**config.mk**
```make
export PLATFORM = sky130hd
export DESIGN_NAME = sdt_transceivers
export DESIGN_NICKNAME = d
export VERILOG_FILES = /design/src/sdt_pkg.sv /design/src/sdt_clk_div.sv /design/src/sdt_transceivers.sv
export SDC_FILE = /design/constraint.sdc
export NUM_CORES = 1
export LEC_CHECK = 0
export BUFFER_PORTS_ARGS = -buffer_cell sky130_fd_sc_hd__clkbuf_2
export CORE_ASPECT_RATIO = 1.5
export CORE_MARGIN = 1.5
export CORE_UTILIZATION = 50
export DETAILED_ROUTE_END_ITERATION = 12
export PLACE_DENSITY = 0.72
export SLEW_MARGIN = 10
export SYNTH_ARGS = -nofsm -noshare
export SYNTH_HDL_FRONTEND = slang
export SYNTH_HIERARCHICAL = 1
export SYNTH_SLANG_ARGS = --single-unit
```
**constraint.sdc**
```tcl
create_clock -name core_clk_i -period 7.05 [get_ports core_clk_i]
set_input_delay 0.705 -clock core_clk_i [delete_from_list [all_inputs] [get_ports core_clk_i]]
set_output_delay 0.705 -clock core_clk_i [all_outputs]
set_load 0.03 [all_outputs]
```
**src/sdt_pkg.sv**
```systemverilog
// Package holding the register map, field layout and carrier types of the transceiver front end.
package sdt_pkg;

    // Register byte offsets on the bus.
    localparam logic [7:0] CTRL_OFS = 8'h00;
    localparam logic [7:0] STAT_OFS = 8'h04;
    localparam logic [7:0] CH_BASE_OFS = 8'h10;
    localparam logic [7:0] CH_STRIDE = 8'h08;
    localparam logic [7:0] CH_DATA_OFS = 8'h04;

    // Control register fields.
    localparam int CTRL_DIV_LSB = 0;
    localparam int CTRL_SRC_BIT = 8;
    localparam int CTRL_EN_BIT = 9;
    localparam logic [7:0] CTRL_DIV_RST = 8'h01;

    // Status register fields.
    localparam int STAT_PEND_LSB = 0;
    localparam int STAT_CLK_BIT = 8;

    // Field codes.
    localparam logic [1:0] MUX_SERIAL = 2'h0;
    localparam logic [1:0] MUX_ADC = 2'h1;
    localparam logic [1:0] MUX_BUS = 2'h2;
    localparam logic [1:0] PACK_STD = 2'h0;
    localparam logic [1:0] PACK_ILV = 2'h2;
    localparam logic [1:0] PACK_DUAL = 2'h3;
    localparam logic [1:0] CKSEL_PIN = 2'h0;
    localparam logic [1:0] CKSEL_INT = 2'h1;

    // Channel configuration, bits [7:0] of each channel_config_reg.
    typedef struct packed {
        logic redirect;
        logic edge_fall;
        logic [1:0] serial_clock_select;
        logic [1:0] sample_packing_mode;
        logic [1:0] input_source_mux;
    } sdt_ch_cfg_t;

    localparam sdt_ch_cfg_t CH_CFG_RST = 8'h00;

    // One input sample handed to the filter.
    typedef struct packed {
        logic valid;
        logic serial;
        logic [15:0] data;
    } sdt_sample_t;

endpackage

```
**src/sdt_clk_div.sv**
```systemverilog
// Divider that makes the modulator clock and its edge pulses from a source tick.
`timescale 1ns/1ps
module sdt_clk_div #(
    parameter int DIV_W = 8
) (
    input wire logic core_clk_i,
    input wire logic rst_n_i,
    input wire logic en_i,
    input wire logic src_pll_i,
    input wire logic pll_tick_i,
    input wire logic [DIV_W-1:0] div_i,
    output logic clk_o,
    output logic rise_o,
    output logic fall_o
);
    logic [DIV_W-1:0] cnt_q;
    wire tick = en_i & (src_pll_i ? pll_tick_i : 1'b1);
    // A divider field of zero would stop the clock, so the ratio never drops below two.
    wire [DIV_W-1:0] last = (div_i == '0) ? DIV_W'(1) : div_i;
    wire [DIV_W-1:0] cnt_d = (cnt_q >= last) ? '0 : cnt_q + DIV_W'(1);
    wire lvl_d = cnt_d <= (last >> 1);

    always_ff @(posedge core_clk_i) begin
        if (!rst_n_i || !en_i) begin
            cnt_q <= '0;
            clk_o <= 1'b0;
            rise_o <= 1'b0;
            fall_o <= 1'b0;
        end else begin
            rise_o <= tick & lvl_d & ~clk_o;
            fall_o <= tick & ~lvl_d & clk_o;
            if (tick) begin
                cnt_q <= cnt_d;
                clk_o <= lvl_d;
            end
        end
    end
endmodule

```
**src/sdt_transceivers.sv**
```systemverilog
// Serial and parallel input transceivers feeding the sigma-delta filter channels.
`timescale 1ns/1ps

// Function
// - Each serial channel samples its data pin on its clock and emits one sample.
// - Modulator clock equals the source clock divided by divider field plus one, or by two when the field is zero.
// - Clock select 1 samples with the internal copy of the generated clock.
// - Channel inputs can be redirected so one data pin feeds two channels.
// - Two streams share a line, one on rising and one on falling edges.
// - Clock source 0 derives the modulator clock from the block's own clock.
// - Each channel owns one 32-bit parallel register of two 16-bit halves.
// - Mux 0 feeds serial bits; mux 1 and 2 feed parallel 16-bit signed samples; mux 3 feeds nothing.
// - Mux 1 loads from the internal converter bus; mux 2 from bus writes.
// - Standard uses lower half, interleaved both in turn, dual splits channels.
// - Each lower half written gives one strobe; an upper half only when interleaved, or dual with the next channel on mux 2.
// - Interleaved packing delivers two consecutive samples to one channel.
// - Dual packing delivers one sample here and one to the next channel.
// - The divider ratio spans 2 to 256.
module sdt_transceivers #(
    parameter int NCH = 2,
    parameter int DIV_W = 8
) (
    input wire logic core_clk_i,
    input wire logic rst_n_i,
    // Classic Wishbone slave.
    input wire logic wb_cyc_i,
    input wire logic wb_stb_i,
    input wire logic wb_we_i,
    input wire logic [7:0] wb_adr_i,
    input wire logic [3:0] wb_sel_i,
    input wire logic [31:0] wb_dat_i,
    output logic [31:0] wb_dat_o,
    output logic wb_ack_o,
    // Modulator link.
    input wire logic [NCH-1:0] serial_data_pin_i,
    input wire logic [NCH-1:0] serial_clock_in_pin_i,
    output logic modulator_clock_out_pin_o,
    // Audio PLL rate, one-cycle enable pulses.
    input wire logic pll_tick_i,
    // Internal converter bus.
    input wire logic adc_valid_i,
    input wire logic [NCH-1:0][15:0] adc_data_i,
    // Samples to the filters.
    output sdt_pkg::sdt_sample_t [NCH-1:0] sample_o
);

    logic [31:0] ctrl_q;
    logic ack_q;
    logic [31:0] rdat_q;
    logic [NCH-1:0] clkin_prev_q;
    logic [NCH-1:0] pend_q;
    logic clk_pin_q;
    sdt_pkg::sdt_ch_cfg_t cfg_q [NCH];
    logic [15:0] par_lo_q [NCH];
    logic [15:0] par_hi_q [NCH];
    sdt_pkg::sdt_sample_t smp_q [NCH];

    wire gen_clk;
    wire gen_rise;
    wire gen_fall;

    // Bus decode. A request is answered one cycle after it appears, and
    // writes land on the edge where the master sees the acknowledge.
    wire req = wb_cyc_i & wb_stb_i;
    wire acc_wr = req & wb_we_i & ack_q;
    wire ctrl_hit = wb_adr_i == sdt_pkg::CTRL_OFS;
    wire stat_hit = wb_adr_i == sdt_pkg::STAT_OFS;
    wire ctrl_we = acc_wr & ctrl_hit;

    wire [DIV_W-1:0] div_val = ctrl_q[sdt_pkg::CTRL_DIV_LSB +: DIV_W];
    wire clk_src_pll = ctrl_q[sdt_pkg::CTRL_SRC_BIT];
    wire clk_en = ctrl_q[sdt_pkg::CTRL_EN_BIT];

    wire [31:0] ctrl_wmask = {{22{1'b0}}, 10'h3FF};
    wire [31:0] bytemask = {{8{wb_sel_i[3]}}, {8{wb_sel_i[2]}},
                            {8{wb_sel_i[1]}}, {8{wb_sel_i[0]}}};
    wire [31:0] ctrl_d = (ctrl_q & ~bytemask) | (wb_dat_i & bytemask & ctrl_wmask);

    wire [31:0] stat_val;
    assign stat_val = {{23{1'b0}}, clk_pin_q, 8'(pend_q)};

    // Per-channel read data and write strobes.
    logic [31:0] rd_or [NCH+1];
    logic [NCH-1:0] hi_we_v;
    logic [NCH-1:0] dual_v;
    assign rd_or[0] = ctrl_hit ? ctrl_q : (stat_hit ? stat_val : 32'h0000_0000);

    sdt_clk_div #(
        .DIV_W(DIV_W)
    ) u_div (
        .core_clk_i(core_clk_i),
        .rst_n_i(rst_n_i),
        .en_i(clk_en),
        .src_pll_i(clk_src_pll),
        .pll_tick_i(pll_tick_i),
        .div_i(div_val),
        .clk_o(gen_clk),
        .rise_o(gen_rise),
        .fall_o(gen_fall)
    );

    always_ff @(posedge core_clk_i) begin
        if (!rst_n_i) begin
            ack_q <= 1'b0;
            rdat_q <= 32'h0000_0000;
            ctrl_q <= {{22{1'b0}}, 2'h0, sdt_pkg::CTRL_DIV_RST};
            clk_pin_q <= 1'b0;
        end else begin
            ack_q <= req & ~ack_q;
            if (req & ~ack_q) begin
                rdat_q <= rd_or[NCH];
            end
            if (ctrl_we) begin
                ctrl_q <= ctrl_d;
            end
            clk_pin_q <= gen_clk;
        end
    end

    assign wb_ack_o = ack_q;
    assign wb_dat_o = rdat_q;
    assign modulator_clock_out_pin_o = clk_pin_q;

    for (genvar c = 0; c < NCH; c++) begin : g_ch
        localparam int NXT = (c + 1) % NCH;
        localparam int PRV = (c + NCH - 1) % NCH;
        localparam logic [7:0] CFG_ADR = 8'(sdt_pkg::CH_BASE_OFS + c * sdt_pkg::CH_STRIDE);
        localparam logic [7:0] DAT_ADR = 8'(CFG_ADR + sdt_pkg::CH_DATA_OFS);

        wire cfg_hit = wb_adr_i == CFG_ADR;
        wire dat_hit = wb_adr_i == DAT_ADR;
        sdt_pkg::sdt_ch_cfg_t cfg;
        assign cfg = cfg_q[c];

        wire [31:0] par_word = {par_hi_q[c], par_lo_q[c]};
        wire [31:0] cfg_word = {24'h00_0000, cfg_q[c]};
        assign rd_or[c+1] = rd_or[c] | (cfg_hit ? cfg_word : 32'h0000_0000)
                            | (dat_hit ? par_word : 32'h0000_0000);

        // Serial side. The redirect picks the next channel's pins, so with
        // two channels channel 0 can listen on channel 1's data line.
        wire pin_dat = cfg.redirect ? serial_data_pin_i[NXT] : serial_data_pin_i[c];
        wire pin_clk = cfg.redirect ? serial_clock_in_pin_i[NXT] : serial_clock_in_pin_i[c];
        wire pin_rise = pin_clk & ~clkin_prev_q[c];
        wire pin_fall = ~pin_clk & clkin_prev_q[c];
        wire use_int = cfg.serial_clock_select == sdt_pkg::CKSEL_INT;
        wire ck_rise = use_int ? gen_rise : pin_rise;
        wire ck_fall = use_int ? gen_fall : pin_fall;
        // Only one edge is ever active per channel, which is what lets two
        // channels split a shared line into its rising and falling streams.
        wire ser_edge = cfg.edge_fall ? ck_fall : ck_rise;
        wire is_ser = cfg.input_source_mux == sdt_pkg::MUX_SERIAL;
        wire ser_stb = is_ser & ser_edge;

        // Parallel side.
        wire is_adc = cfg.input_source_mux == sdt_pkg::MUX_ADC;
        wire is_bus = cfg.input_source_mux == sdt_pkg::MUX_BUS;
        wire dat_we = acc_wr & dat_hit & is_bus;
        wire lo_we = dat_we & (wb_sel_i[0] | wb_sel_i[1]);
        wire hi_we = dat_we & (wb_sel_i[2] | wb_sel_i[3]);
        assign hi_we_v[c] = hi_we;
        assign dual_v[c] = cfg.sample_packing_mode == sdt_pkg::PACK_DUAL;
        wire pack_ilv = cfg.sample_packing_mode == sdt_pkg::PACK_ILV;
        // Converter data only ever lands in the lower half.
        wire adc_we = adc_valid_i & is_adc;
        // The upper half of a dual write on the previous channel arrives here.
        wire dual_in = (NCH > 1) & hi_we_v[PRV] & dual_v[PRV] & is_bus;

        wire [15:0] lo_merge = {wb_sel_i[1] ? wb_dat_i[15:8] : par_lo_q[c][15:8],
                                wb_sel_i[0] ? wb_dat_i[7:0] : par_lo_q[c][7:0]};
        wire [15:0] hi_merge = {wb_sel_i[3] ? wb_dat_i[31:24] : par_hi_q[c][15:8],
                                wb_sel_i[2] ? wb_dat_i[23:16] : par_hi_q[c][7:0]};
        wire [15:0] dual_word = {wb_sel_i[3] ? wb_dat_i[31:24] : 8'h00,
                                 wb_sel_i[2] ? wb_dat_i[23:16] : 8'h00};

        logic [15:0] lo_d;
        always_comb begin
            lo_d = par_lo_q[c];
            if (adc_we) begin
                lo_d = adc_data_i[c];
            end else if (lo_we) begin
                lo_d = lo_merge;
            end else if (dual_in) begin
                lo_d = dual_word;
            end
        end

        // Each freshly written lower half is one sample in every packing mode.
        wire lo_stb = adc_we | lo_we | dual_in;
        // An interleaved upper half waits one cycle so it follows the lower one.
        wire pend_set = hi_we & pack_ilv;
        wire par_stb = lo_stb | pend_q[c];
        wire [15:0] par_out = pend_q[c] ? par_hi_q[c] : lo_d;

        sdt_pkg::sdt_sample_t smp_d;
        always_comb begin
            smp_d.valid = ser_stb | (~is_ser & par_stb);
            smp_d.serial = is_ser;
            smp_d.data = is_ser ? {15'h0000, pin_dat} : par_out;
        end

        // The previous pin level follows the pin through reset as well, so a
        // pin that idles high gives no false edge on the first cycle after it.
        always_ff @(posedge core_clk_i) begin
            clkin_prev_q[c] <= pin_clk;
            if (!rst_n_i) begin
                cfg_q[c] <= sdt_pkg::CH_CFG_RST;
                pend_q[c] <= 1'b0;
                par_lo_q[c] <= 16'h0000;
                par_hi_q[c] <= 16'h0000;
                smp_q[c] <= '0;
            end else begin
                if (acc_wr & cfg_hit & wb_sel_i[0]) begin
                    cfg_q[c] <= wb_dat_i[7:0];
                end
                pend_q[c] <= pend_set;
                par_lo_q[c] <= lo_d;
                if (hi_we) begin
                    par_hi_q[c] <= hi_merge;
                end
                smp_q[c] <= smp_d;
            end
        end

        assign sample_o[c] = smp_q[c];
    end

endmodule

```
After elaboration in Yosys (flattened, before gate mapping)

Memories as Yosys holds them, arrays and structs flattened.
Index checks and enable logic that the tools add are counted.

Bits in registers: 81
Memory bits (writable): 116
Input bits: 87
Word-level logic and storage cells: 175
Memories: 4

Memories:

| name     | depth | bits a word | rd ports | clocked after Yosys merged registers in | wr ports | RTL line               | RTL |
|---|---|---|---|---|---|---|---|
| smp_q    | 2     | 18          | 2        | 0                                       | 2        | sdt_transceivers.sv:56 | `sdt_pkg::sdt_sample_t smp_q [NCH];` |
| par_hi_q | 2     | 16          | 2        | 0                                       | 2        | sdt_transceivers.sv:55 | `logic [15:0] par_hi_q [NCH];` |
| par_lo_q | 2     | 16          | 2        | 0                                       | 2        | sdt_transceivers.sv:54 | `logic [15:0] par_lo_q [NCH];` |
| cfg_q    | 2     | 8           | 2        | 0                                       | 2        | sdt_transceivers.sv:53 | `sdt_pkg::sdt_ch_cfg_t cfg_q [NCH];` |

$add $sub $neg: 1
$lt $le $gt $ge: 2
Equality and inequality tests: 15
Multiplexer cells: 61
Bitwise gates (word level): 73
Reduce and logical (&&, ||, !) cells: 7

Operator list:

| kind                                                             | number |
|---|---|
| 16-bit two-way mux                                               | 14 |
| 8-bit two-way mux                                                | 16 |
| 32-bit two-way mux                                               | 3 |
| 32-bit OR                                                        | 2 |
| 32-bit by 8-bit OR with 32-bit output                            | 2 |
| 1-bit bitwise AND                                                | 38 |
| 18-bit two-way mux                                               | 2 |
| 32-bit bitwise AND                                               | 1 |
| 8-bit by 5-bit == test with 1-bit output (second input constant) | 4 |
| 32-bit NOT                                                       | 1 |
| 32-bit by 10-bit OR with 32-bit output                           | 1 |
| 1-bit two-way mux                                                | 25 |
| 1-bit OR                                                         | 18 |
| 8-bit logical NOT                                                | 2 |
| 2-bit == test (second input constant)                            | 6 |
| 10-bit bitwise AND                                               | 1 |
| 9-bit two-way mux                                                | 1 |
| 1-bit NOT                                                        | 9 |
| 8-bit by 1-bit adder with 8-bit output (second input constant)   | 1 |
| 2-bit by 1-bit == test with 1-bit output (second input constant) | 4 |
| 8-bit by 3-bit == test with 1-bit output (second input constant) | 1 |
| 8-bit greater-or-equal comparator                                | 1 |
| 8-bit by 7-bit less-or-equal comparator with 1-bit output        | 1 |
| 2-bit logical NOT                                                | 2 |
| 2 further kinds                                                  | 3 |

Depth between registers and ports, before layout

Word-level depth: 14
Gate-level depth with buffers: 14
Mapped depth without buffers: 13

Cells and area by module

Netlist, hierarchy kept.

By module, submodules not included:

| module           | times used | cells each | area an instance (um^2) |
|---|---|---|---|
| sdt_transceivers | 1          | 863        | 8,286.7 |
| sdt_clk_div      | 1          | 134        | 1,007.2 |

Least setup slack after synthesis

No wires, ideal clock.

Path kind: in2reg
From: input port wb_adr_i[5]
To: memory par_hi_q[1][0], enable pin
Data arrival time: 2.785 ns
Required time: 6.666 ns
Setup slack: 3.881 ns
Cell stages on the path: 6
Buffers on the path: 3
Path through: or4b_1 > buf_2 > or4_4 > buf_6 > buf_6 > o21ai_0

RTL lines:

| element         | RTL line               | RTL |
|---|---|---|
| start, declared | sdt_transceivers.sv:29 | `input wire logic [7:0] wb_adr_i,` |
| end, declared   | sdt_transceivers.sv:55 |  |

==> flow_metrics.tcl <==
set metrics [dict create \
    end_kind "register" \
    yosysMostFrequentCell "dfxtp_1" \
    die_y_um 170.0 \
    slew_violations 0 \
    yosysWarnings 6 \
    fp.coreArea_um2 18090 \
    syn_nets 1100 \
    dpl.hpwl_mm 21.54 \
    grt_pass1_vias 8002 \
    min_period_ps 3467 \
    setup_viol 0 \
    insertion_delay_ps 440 \
    cp.arrival_ps 3850 \
    viasPerCell 6.068 \
    ir_drop_v 0.0001282 \
    finalWorstSetupSlack_ps 3583 \
    cts_hold_buf 0 \
    yosys_most_used_dff "dfxtp_1" \
    max-slew-margin-rel_pct 18.80 \
    worst-setup-path-type "reg2reg" \
    die_x_um 114.3 \
    hold_viol 0 \
    drc 0 \
    p_per_area_nw_per_um2 223.3 \
    num-nets-final 1211 \
    post-place-ws_ps 3327 \
    max_freq_ghz 0.2884 \
    synth_top_area_cell "dfxtp_1" \
    start_util_pct 51.37 \
    critPathRequiredTime_ps 7430 \
    io_buffers 156 \
    post_dp_cell_area_um2 10150 \
    clkSlewWorstSetupHoldPaths_ps 80 \
    cts_buffers 17 \
    area_delta_synth_final_pct 15.63 \
    gp_congestion 0.9630 \
    cts_tree "built" \
    grt_pass1_wl_mm 44.31 \
    crit_fanout 21 \
    vias 8307 \
    rsz0062_at_grt "false" \
    grt_max_degree 58 \
    syn_area_per_cell_um2 9.322 \
    synth_area_leaders "dfxtp_1 32%, edfxtp_1 16%, and2_1 5.0%, nor2_1 4.0%, a211oi_1 3.4%" \
    tns_ps 0 \
    syn_area_um2 9294 \
    synth_edf_count 48 \
    period_share_pct 49.18 \
    fin_skew_ps 9.047 \
    drt_iter0_drc 903 \
    postSynth.asyncResetShare_pct 0 \
    ys_types 71 \
    h-tree-depth 4 \
    leakage_uw 0.004160 \
    drive_above_1_share_pct 21.14 \
    wirelength_mm 29.28 \
    drt-pass1-iter-count 9 \
    design_area_um2 10750 \
    cp-start-kind "register" \
    cts_resized 0 \
    postRouteAntennaNets 0 \
    rows 60 \
    ys_ff_latch 197 \
    diodes 0 \
    ys_seq_area_share_pct 47.60 \
    hp-class "reg2reg" \
    die_area_um2 19430 \
    utilization_pct 59.40 \
    outcome "completed" \
    synth_top_area_share_pct 32.09 \
    synth_top_cells_by_count "149 x dfxtp_1, 98 x nor2_1, 74 x and2_1" \
    ios 157 \
    synthCells 997 \
    cts_sinks 197 \
    post_drt_wl_per_cell_um 21.38 \
    cts_buffer_depth 2 \
    cts_setup_buffers 0 \
    root_buffer "clkbuf_16" \
    worst_slew_pin_slew_ps 1205 \
    grt-ovfl-total 0 \
    cap_violations 0 \
    grt_usage_pct 30.36 \
    grt_antenna_before_repair 0 \
    worst_hold_slack_ps 460.5 \
]
metal layers:
metal | vias to the layer above | GRT usage [%] | share of wire (%)
met1 | 3846 | 35.99 | 38
li1 | 3901 | - | -
met3 | 101 | 6.410 | 7.9
met2 | 459 | 51.20 | 49
met5 | - | 0 | 0
met4 | 0 | 16.47 | 5.3
power breakdown:
part	switching [uW]	internal, uW	total, uW
Combinational	139	66.0	205
Sequential	22.4	1190	1210
Clock	472	513	985
cell type report:
type	count	area, um2
clock buffer	18	439.2
clock inverter	14	157.7
fill	1609	7346
inverter	28	105.1
multi-input combinational	696	4439
sequential	197	4424
tap	248	310.3
timing repair buffer	168	870.8
sequential cells by signal (all words and copies together), names as in the netlist, named ones only:
| register | flops |
|---|---|
| cfg_q | 16 |
| clkin_prev_q | 2 |
| ctrl_q | 22 |
| modulator_clock_out_pin_o | 1 |
| par_hi_q | 32 |
| par_lo_q | 32 |
| pend_q | 2 |
| smp_q | 36 |
| u_div/clk_o | 1 |
| u_div/cnt_q | 8 |
| u_div/fall_o | 1 |
| u_div/rise_o | 1 |
| wb_ack_o | 1 |
| wb_dat_o | 32 |
worst max-delay path, cell delays in order, from the launching register on:
cell,delay (ps)
dfxtp_1,390
nor4_1,360
a41o_1,220
ha_1,210
nand2b_1,140
a21oi_1,140
o31a_2,390
and2_1,230
ha_1,260
and4_1,210
a41o_1,230
a31oi_1,320
a21o_1,150
and3_1,160
worst paths after layout:
check,startpoint,to,slack [ps],depth (start not counted)
hold / removal,ctrl_q[28],ctrl_q[28],460,1
hold reg to reg,ctrl_q[28],ctrl_q[28],460,1
setup reg to reg,register,u_div/fall_o,3580,13
setup / recovery,register,u_div/fall_o,3580,13
cell usage in the layout (no fill, tap or decap), drive strengths merged, types with 35 or more instances in the layout:
master and instances:
clkbuf 174, dfxtp 149, nor2 99, and2 74, o21ai 63, nand2 57, a21oi 52, edfxtp 48
a211oi 42, inv 35
stage by stage:
stage               cells  power [uW]
floorplan             997        1345
global placement     1337        1435
detailed placement   1337        1436
CTS                  1369        2401
global route         1369        2465
finish               1369        2399
kinds of logic after synthesis:
kind of cell / Yosys count / synth area share [%]
buffers and inverters: 104 / 4.765
AND/OR/NAND/NOR: 371 / 20.84
multiplexers: 34 / 4.093
adder cells (fa/ha/maj): 16 / 2.154
XOR/XNOR: 5 / 0.4712
flip-flops: 197 / 47.60
AO/OA/AOI/OAI: 270 / 20.07
Power figures use the tool's default switching activity.
